$ cat config.mk
export PLATFORM = sky130hd
export DESIGN_NAME = rsap_port
export DESIGN_NICKNAME = d
export VERILOG_FILES = /design/src/shared/rsap_pkg.sv /design/src/verilog/rsap_port.sv /design/src/verilog/rsap_sync.sv
export SDC_FILE = /design/constraint.sdc
export NUM_CORES = 1
export LEC_CHECK = 0
export BUFFER_PORTS_ARGS = -buffer_cell sky130_fd_sc_hd__buf_2
export CORE_MARGIN = 3
export CORE_UTILIZATION = 32
export CTS_CLUSTER_SIZE = 28
export DETAILED_ROUTE_END_ITERATION = 8
export PLACE_DENSITY = 0.56
export SKIP_LAST_GASP = 1
export SYNTH_ARGS = -nofsm -noshare
export SYNTH_HDL_FRONTEND = slang
export SYNTH_SLANG_ARGS = --single-unit
$ cat constraint.sdc
create_clock -name core_clk -period 1.95 [get_ports core_clk]
set_input_delay 0.39 -clock core_clk [delete_from_list [all_inputs] [get_ports core_clk]]
set_output_delay 0.39 -clock core_clk [all_outputs]
set_load 0.01 [all_outputs]
$ cat src/shared/rsap_pkg.sv
`default_nettype none

package rsap_pkg;

	// ----------------------------------------------------------------
	// Framing
	// ----------------------------------------------------------------
	localparam int unsigned RSAP_BYTE_BITS = 8;
	localparam int unsigned RSAP_CNT_W     = 3;
	localparam logic [RSAP_CNT_W-1:0] RSAP_CNT_LAST  = 3'h7;
	localparam logic [RSAP_CNT_W-1:0] RSAP_CNT_RESET = 3'h0;

	// Position of the direction bit inside the address byte
	localparam int unsigned RSAP_DIR_POS = 7;

	// ----------------------------------------------------------------
	// Address wrap points
	// ----------------------------------------------------------------
	localparam logic [7:0] RSAP_CLK_RD_LAST  = 8'h1f;
	localparam logic [7:0] RSAP_CLK_RD_FIRST = 8'h00;
	localparam logic [7:0] RSAP_CLK_WR_LAST  = 8'h9f;
	localparam logic [7:0] RSAP_CLK_WR_FIRST = 8'h80;
	localparam logic [7:0] RSAP_RAM_RD_LAST  = 8'h7f;
	localparam logic [7:0] RSAP_RAM_RD_FIRST = 8'h20;
	localparam logic [7:0] RSAP_RAM_WR_LAST  = 8'hff;
	localparam logic [7:0] RSAP_RAM_WR_FIRST = 8'ha0;

	// ----------------------------------------------------------------
	// Values after reset
	// ----------------------------------------------------------------
	localparam logic [7:0] RSAP_BYTE_RESET = 8'h00;
	localparam logic       RSAP_BIT_RESET  = 1'b0;

	// Number of pin signals passed through the synchroniser
	localparam int unsigned RSAP_SYNC_W = 4;

	// ----------------------------------------------------------------
	// Transfer state, one-hot
	// ----------------------------------------------------------------
	typedef enum logic [3:0] {
		RSAP_ST_IDLE  = 4'b0001,
		RSAP_ST_ADDR  = 4'b0010,
		RSAP_ST_WDATA = 4'b0100,
		RSAP_ST_RDATA = 4'b1000
	} rsap_state_t;

endpackage : rsap_pkg

`default_nettype wire

$ cat src/verilog/rsap_port.sv
// Overview of operation
// - Strap high selects four-wire SPI slave; strap low selects three-wire shared line.
// - Host frames each transfer with the select; this port is always the slave.
// - SPI mode samples clock level at select rise as idle polarity.
// - SPI latches input on strobe edge, shifts output on opposite edge, eight-bit bytes.
// - Read output stays high impedance until a byte is ready; input ignored meanwhile.
// - SPI mode shifts address and data most significant bit first.
// - First byte after select rise is the address, data bytes follow.
// - Address top bit is direction: zero reads, one writes.
// - Single transfer moves one byte; burst continues while select stays high.
// - Address increments after every data byte until the select falls.
// - Clock area wraps 1Fh to 00h on reads, 9Fh to 80h on writes.
// - RAM area wraps 7Fh to 20h on reads, FFh to A0h on writes.
// - Three-wire mode joins input and output into one bidirectional line.
// - Three-wire mode shifts every byte least significant bit first.
// - Three-wire frames are address then one or more data bytes, as SPI.
// - Three-wire captures on rising clock, drives after falling clock.
// - While write lock is set, every write data byte is dropped.
`default_nettype none

module rsap_port
	import rsap_pkg::*;
(
	input  wire logic       core_clk,
	input  wire logic       rst,
	input  wire logic       interface_select_strap,
	input  wire logic       transfer_select,
	input  wire logic       serial_clk,
	input  wire logic       serial_in,
	output logic            serial_out,
	output logic            serial_out_oe,
	input  wire logic       write_lock,
	output logic [7:0]      mem_addr,
	output logic            mem_rd_req,
	input  wire logic [7:0] mem_rd_data,
	output logic            mem_wr_req,
	output logic [7:0]      mem_wr_data,
	output logic            transfer_active
);

	// ----------------------------------------------------------------
	// Address step with area wrap
	// ----------------------------------------------------------------
	// Reads live in 00h-7Fh and writes in 80h-FFh, so one table serves both
	function automatic logic [7:0] rsap_next_addr(input logic [7:0] a);
		logic [7:0] n;
		n = a + 8'h01;
		case (a)
			RSAP_CLK_RD_LAST: n = RSAP_CLK_RD_FIRST;
			RSAP_CLK_WR_LAST: n = RSAP_CLK_WR_FIRST;
			RSAP_RAM_RD_LAST: n = RSAP_RAM_RD_FIRST;
			RSAP_RAM_WR_LAST: n = RSAP_RAM_WR_FIRST;
			default:          n = a + 8'h01;
		endcase
		return n;
	endfunction

	// ----------------------------------------------------------------
	// Pin synchronisation and edge detection
	// ----------------------------------------------------------------
	logic [RSAP_SYNC_W-1:0] pins_s;
	logic                   strap_s;
	logic                   ce_s;
	logic                   sclk_s;
	logic                   sin_s;
	logic                   ce_p_q;
	logic                   sclk_p_q;

	// Clock and data go through equal stages so bits stay aligned with edges
	rsap_sync #(
		.WIDTH (RSAP_SYNC_W)
	) u_sync (
		.core_clk (core_clk),
		.rst      (rst),
		.async_in ({interface_select_strap, transfer_select, serial_clk, serial_in}),
		.sync_out (pins_s)
	);

	assign strap_s = pins_s[3];
	assign ce_s    = pins_s[2];
	assign sclk_s  = pins_s[1];
	assign sin_s   = pins_s[0];

	// Previous levels for edge finding
	always_ff @(posedge core_clk or posedge rst) begin
		if (rst) begin
			ce_p_q   <= RSAP_BIT_RESET;
			sclk_p_q <= RSAP_BIT_RESET;
		end else begin
			ce_p_q   <= ce_s;
			sclk_p_q <= sclk_s;
		end
	end

	logic ce_rise;
	logic sclk_rise;
	logic sclk_fall;
	logic strobe;
	logic shift;
	logic spi_q;
	logic idle_pol_q;

	assign ce_rise   = ce_s & ~ce_p_q;
	assign sclk_rise = sclk_s & ~sclk_p_q;
	assign sclk_fall = ~sclk_s & sclk_p_q;

	// Strobe is the edge leaving idle; edges are ignored with select low
	assign strobe = ce_s & ~ce_rise & (idle_pol_q ? sclk_fall : sclk_rise);
	assign shift  = ce_s & ~ce_rise & (idle_pol_q ? sclk_rise : sclk_fall);

	// ----------------------------------------------------------------
	// Mode and polarity capture
	// ----------------------------------------------------------------
	// Strap is taken per frame, so a strap change mid-frame cannot tear it
	always_ff @(posedge core_clk or posedge rst) begin
		if (rst) begin
			spi_q      <= RSAP_BIT_RESET;
			idle_pol_q <= RSAP_BIT_RESET;
		end else if (ce_rise) begin
			spi_q      <= strap_s;
			idle_pol_q <= strap_s ? sclk_s : 1'b0;
		end
	end

	// ----------------------------------------------------------------
	// Receive shifter and bit counter
	// ----------------------------------------------------------------
	rsap_state_t                 state_q;
	logic [7:0]                  rx_q;
	logic [7:0]                  rx_d;
	logic [RSAP_CNT_W-1:0]       cnt_q;
	logic                        byte_done;

	// MSB first for SPI, LSB first for the shared line
	always_comb begin
		rx_d = spi_q ? {rx_q[6:0], sin_s} : {sin_s, rx_q[7:1]};
	end

	assign byte_done = strobe & (cnt_q == RSAP_CNT_LAST);

	// Counter counts strobes in every phase; select low clears it
	always_ff @(posedge core_clk or posedge rst) begin
		if (rst) begin
			cnt_q <= RSAP_CNT_RESET;
		end else if (!ce_s) begin
			cnt_q <= RSAP_CNT_RESET;
		end else if (strobe) begin
			cnt_q <= cnt_q + 3'h1;
		end
	end

	// Input is only shifted while address or write data comes in
	always_ff @(posedge core_clk or posedge rst) begin
		if (rst) begin
			rx_q <= RSAP_BYTE_RESET;
		end else if (!ce_s) begin
			rx_q <= RSAP_BYTE_RESET;
		end else if (strobe && (state_q != RSAP_ST_RDATA)) begin
			rx_q <= rx_d;
		end
	end

	// ----------------------------------------------------------------
	// Transfer sequencing
	// ----------------------------------------------------------------
	logic [7:0] addr_q;

	always_ff @(posedge core_clk or posedge rst) begin
		if (rst) begin
			state_q <= RSAP_ST_IDLE;
		end else if (!ce_s) begin
			state_q <= RSAP_ST_IDLE;
		end else begin
			case (state_q)
				RSAP_ST_IDLE: begin
					if (ce_rise) begin
						state_q <= RSAP_ST_ADDR;
					end
				end
				RSAP_ST_ADDR: begin
					if (byte_done) begin
						state_q <= rx_d[RSAP_DIR_POS] ? RSAP_ST_WDATA : RSAP_ST_RDATA;
					end
				end
				RSAP_ST_WDATA: state_q <= RSAP_ST_WDATA;
				RSAP_ST_RDATA: state_q <= RSAP_ST_RDATA;
				default:       state_q <= RSAP_ST_IDLE;
			endcase
		end
	end

	// Current location; steps after every data byte for burst
	always_ff @(posedge core_clk or posedge rst) begin
		if (rst) begin
			addr_q <= RSAP_BYTE_RESET;
		end else if (byte_done && (state_q == RSAP_ST_ADDR)) begin
			addr_q <= rx_d;
		end else if (byte_done && (state_q != RSAP_ST_IDLE)) begin
			addr_q <= rsap_next_addr(addr_q);
		end
	end

	// ----------------------------------------------------------------
	// Memory side requests
	// ----------------------------------------------------------------
	logic rd_go;
	logic load_q;

	// A fetch starts after a read address and after each byte sent out
	assign rd_go = byte_done &&
		(((state_q == RSAP_ST_ADDR) && !rx_d[RSAP_DIR_POS]) || (state_q == RSAP_ST_RDATA));

	always_ff @(posedge core_clk or posedge rst) begin
		if (rst) begin
			mem_addr    <= RSAP_BYTE_RESET;
			mem_rd_req  <= RSAP_BIT_RESET;
			mem_wr_req  <= RSAP_BIT_RESET;
			mem_wr_data <= RSAP_BYTE_RESET;
			load_q      <= RSAP_BIT_RESET;
		end else begin
			mem_rd_req <= rd_go;
			mem_wr_req <= 1'b0;
			load_q     <= mem_rd_req;
			if (rd_go) begin
				mem_addr <= (state_q == RSAP_ST_ADDR) ? rx_d : rsap_next_addr(addr_q);
			end
			if (byte_done && (state_q == RSAP_ST_WDATA)) begin
				mem_addr    <= addr_q;
				mem_wr_data <= rx_d;
				mem_wr_req  <= !write_lock;
			end
		end
	end

	// ----------------------------------------------------------------
	// Transmit shifter and pin drive
	// ----------------------------------------------------------------
	logic [7:0] tx_q;
	logic       tx_valid_q;

	// Read data sits one cycle behind the fetch strobe
	always_ff @(posedge core_clk or posedge rst) begin
		if (rst) begin
			tx_q       <= RSAP_BYTE_RESET;
			tx_valid_q <= RSAP_BIT_RESET;
		end else if (!ce_s) begin
			tx_valid_q <= 1'b0;
		end else if (load_q) begin
			tx_q       <= mem_rd_data;
			tx_valid_q <= 1'b1;
		end else if (shift && tx_valid_q && (state_q == RSAP_ST_RDATA)) begin
			tx_q <= spi_q ? {tx_q[6:0], 1'b0} : {1'b0, tx_q[7:1]};
		end
	end

	// Drive starts on the first shift edge with a full byte waiting
	always_ff @(posedge core_clk or posedge rst) begin
		if (rst) begin
			serial_out    <= RSAP_BIT_RESET;
			serial_out_oe <= RSAP_BIT_RESET;
		end else if (!ce_s) begin
			serial_out_oe <= 1'b0;
		end else if (shift && tx_valid_q && (state_q == RSAP_ST_RDATA)) begin
			serial_out    <= spi_q ? tx_q[7] : tx_q[0];
			serial_out_oe <= 1'b1;
		end
	end

	// The shared line is only driven in read phase, so no contention with host
	assign transfer_active = (state_q != RSAP_ST_IDLE);
endmodule // rsap_port

`default_nettype wire

$ cat src/verilog/rsap_sync.sv
`default_nettype none

// Two-stage synchroniser for a group of unrelated pin levels
module rsap_sync
	import rsap_pkg::*;
#(
	parameter int unsigned WIDTH = RSAP_SYNC_W
) (
	input  wire logic             core_clk,
	input  wire logic             rst,
	input  wire logic [WIDTH-1:0] async_in,
	output logic      [WIDTH-1:0] sync_out
);

	logic [WIDTH-1:0] meta_q;

	// ----------------------------------------------------------------
	// Stages
	// ----------------------------------------------------------------
	// First stage feeds only the second one, never any logic
	always_ff @(posedge core_clk or posedge rst) begin
		if (rst) begin
			meta_q   <= '0;
			sync_out <= '0;
		end else begin
			meta_q   <= async_in;
			sync_out <= meta_q;
		end
	end

endmodule // rsap_sync

`default_nettype wire
==> impl_metrics.toml <==
[min_path]
min_to = "u_sync.meta_q[2]"
min_path_type = "in2reg"
worstHoldStart = "transfer_select"
whs_path_depth = 1

[logic_synthesis]
synthSimpleGateAreaFrac_pct = 16.8
syn_area_um2 = 3190
synth_flop_cell = "dfrtp_1"
ys.warnings.count = 0
syn-instance-count = 305
async_flop_share_pct = 100
synth_nets = 323
synth_top_family_by_area = "compound AO/OA/AOI/OAI gates"
synth-compound-area-share_pct = 17.3
syn_avg_cell_area_um2 = 10.5
synth_xor_area_share_pct = 1.10
synth-seq-area-share_pct = 51.0
ys_ff_latch = 65
synth-adder-area-share_pct = 1.18
yosysUniqueCellTypes = 58
synth_edf_count = 0
muxShareOfSynthArea_pct = 8.86

[die]
boundaryPins = 36
fp.dieArea_um2 = 11200
num_rows = 35
initial_core_util_pct = 33.8
dieWidth_um = 106
core-area_um2 = 9460
die_h_um = 106

[drt]
drc_errors = 0
drt_iter0_markers = 132
wl_per_cell_um = 14.0
vias_per_cell = 4.93
final_antenna_net_count = 0
num_vias = 2519
routed_wl_um = 7150
drt_first_pass_iters = 4

[power]
p_sw_uw = 682
leakagePower_uw = 0.00197
internal_power_uw = 1950
ir_drop_mv = 0.248
cellPowerDensity_nw_per_um2 = 659
power_frac_clock_pct = 37.1
p_comb_share_pct = 9.7
p_seq_share_pct = 53.2
swShare_pct = 25.9

[timing]
finClkSkew_ns = 0.00985
finalHoldViolations = 0
fin_crit_sh_pct = 100
max_freq_mhz = 511
min_period_ns = 1.96
slew_headroom_pct = 64.8
fin_tns_setup_ns = -0.00585
rsz0062_at_grt = "yes"
worstMarginPinSlew_ns = 0.514
setup_viol = 1
slew_viol_final = 0
fin_ws_ns = -0.00585

[final_layout]
mostFrequentLayoutCell = "dfrtp_1"
final_layout_size_suffix_gt1_share_pct = 31.7
syn_to_final_growth_pct = 24.9
final_area_um2 = 3990
seqCellArea_um2 = 1630
multi_input_area_um2 = 1460
nets = 395
antenna_cells = 0
n_fill_cell = 956
most-common-layout-cells = "64 x dfrtp_1, 49 x nand2_1, 41 x buf_4, 34 x buf_2, 27 x o21ai_0"
instances_no_fill = 511

[clocking]
clock_latency_ns = 0.35
cts-root-buf = "clkbuf_8"
clock_sinks = 65
cts_max_level = 3
clockBufferDepth = 2
clk_pin_slew_worst_paths_ns = 0.07
cts_tree = "done"
cts_made_buffers = 9

[grt]
grt_use_total_pct = 13.7
first_global_vias = 2466
antenna_found_initial = 0
grt_overflow = 0
grt_max_degree = 39
grt_pass1_wl_um = 12200

[critical_path]
critPathRequiredTime_ns = 1.56
cp_max_fo = 6
timing.rr.end = "tx_q[5]"
start_kind = "flop"
r2r_slack_ns = 0.09
rr_worst_depth = 4
crit_type = "reg2out"
crit_path_end_kind = "output pin"
arrival_ns = 1.57
timing.rr.start = "state_q[1]"

[placed_design]
placed_cells = 487
gp_congestion = 0.797
pre_cts_ws_ns = 0.0209
placed_area_um2 = 3740
portBuffers = 35
hpwl_um = 5250

[status]
violations = "negative setup slack"
status = "finished with violations"

[run]
drv_cap = 0
## timing repair
| item | in CTS | in global routing |
|---|---|---|
| cloned | 0 | 0 |
| setup buffers | 3 | 4 |
| gates resized for setup | 4 | 3 |
| pin swaps | 1 | 1 |
| endpoints found under the hold margin | 10 | 0 |
| setup endpoints to repair | 1 | 11 |
| hold buffers | 1 | 0 |
## state kept, by name, indices dropped and copies added (netlist names), 3 cells and up
register / count
addr_q: 8
cnt_q: 3
mem_addr: 8
mem_wr_data: 8
rx_q: 8
state_q: 4
tx_q: 8
u_sync.meta_q: 4
u_sync.sync_out: 4
## stage by stage
step / util [%] / hold WS, ns / total power (uW)
after floorplan: - / 0.331 / 1570
after global placement: 39.5 / 0.334 / 1660
after detailed placement: 39.5 / 0.335 / 1660
after CTS: 41.7 / 0.134 / 2660
after global routing: 42.2 / 0.125 / 2770
final: 42.2 / 0.142 / 2630
## cell type report
type                    instances  share of cell area [%]
flip-flops and latches         65                    40.8
multi-input cells             212                    36.5
inverters                       9                   0.941
repair buffers                 80                    13.6
clock inverters                 6                   0.879
clock buffers                  10                    3.20
well taps                     129                    4.05
## cell usage after synthesis, types with 2 or more instances
master     n  area (um2)
a21o_1     2        15.0
nand3_1    4        20.0
ha_1       3        37.5
a221o_1    2        20.0
a31oi_1    3        18.8
inv_1      9        33.8
nor3_1     4        20.0
nand4_1    2        12.5
o211a_1   10         100
buf_2      7        35.0
o21ai_1    2        10.0
and3_1     2        12.5
o22a_1     2        17.5
nand2b_1   3        18.8
nand2_1   49         184
o221ai_1   4        35.0
nor2b_1    2        12.5
o21ai_0   27         135
a21oi_1    8        40.0
o31ai_1    2        15.0
o211ai_1   5        37.5
and2_1     2        12.5
nor2_1    13        48.8
mux2i_1   17         170
dfrtp_1   64        1600
nor3b_1    3        22.5
clkbuf_1  10        37.5
or3b_2     2        17.5
xor2_1     3        26.3
nand3b_1   2        15.0
mux2_2    10         113
## power groups by stage
stage          sequential [uW]  combinational, uW  clock (uW)
3_5_place_dp              1430                235           0
4_1_cts                   1400                255        1000
6_report                  1400                254         976
3_3_place_gp              1430                232           0
5_1_grt                   1400                282        1090
2_1_floorplan             1420                154           0
## per-layer routing
| metal | global-route usage [%] | share of wire, % |
|---|---|---|
| met5 | 0 | 0 |
| met4 | 5.64 | 1.7 |
| met3 | 3.22 | 4.5 |
| met2 | 20.2 | 44 |
| met1 | 19.3 | 49 |
## worst max-delay path: stages, from the launching register on
cell	delay, ns
dfrtp_1	0.41
buf_6	0.14
or4b_4	0.53
buf_6	0.14
## cell families (layout without fill, tap and decap cells)
group | Yosys count | in the layout
XOR/XNOR | 4 | 4
adder cells (fa/ha/maj) | 3 | 3
AND/OR/NAND/NOR | 101 | 101
flip-flops | 65 | 65
buffers and inverters | 28 | 105
multiplexers | 27 | 27
AO/OA/AOI/OAI | 77 | 77
## worst max-delay path by stage
stage,cells after the start,startpoint,end
2_1_floorplan,6,state_q[1],tx_q[1]
3_3_place_gp,4,state_q[1],tx_q[1]
3_5_place_dp,4,state_q[1],tx_q[5]
4_1_cts,4,state_q[1],tx_q[5]
5_1_grt,3,state_q[1],transfer_active
6_report,3,state_q[1],transfer_active
(Power assumes the default switching activity.)
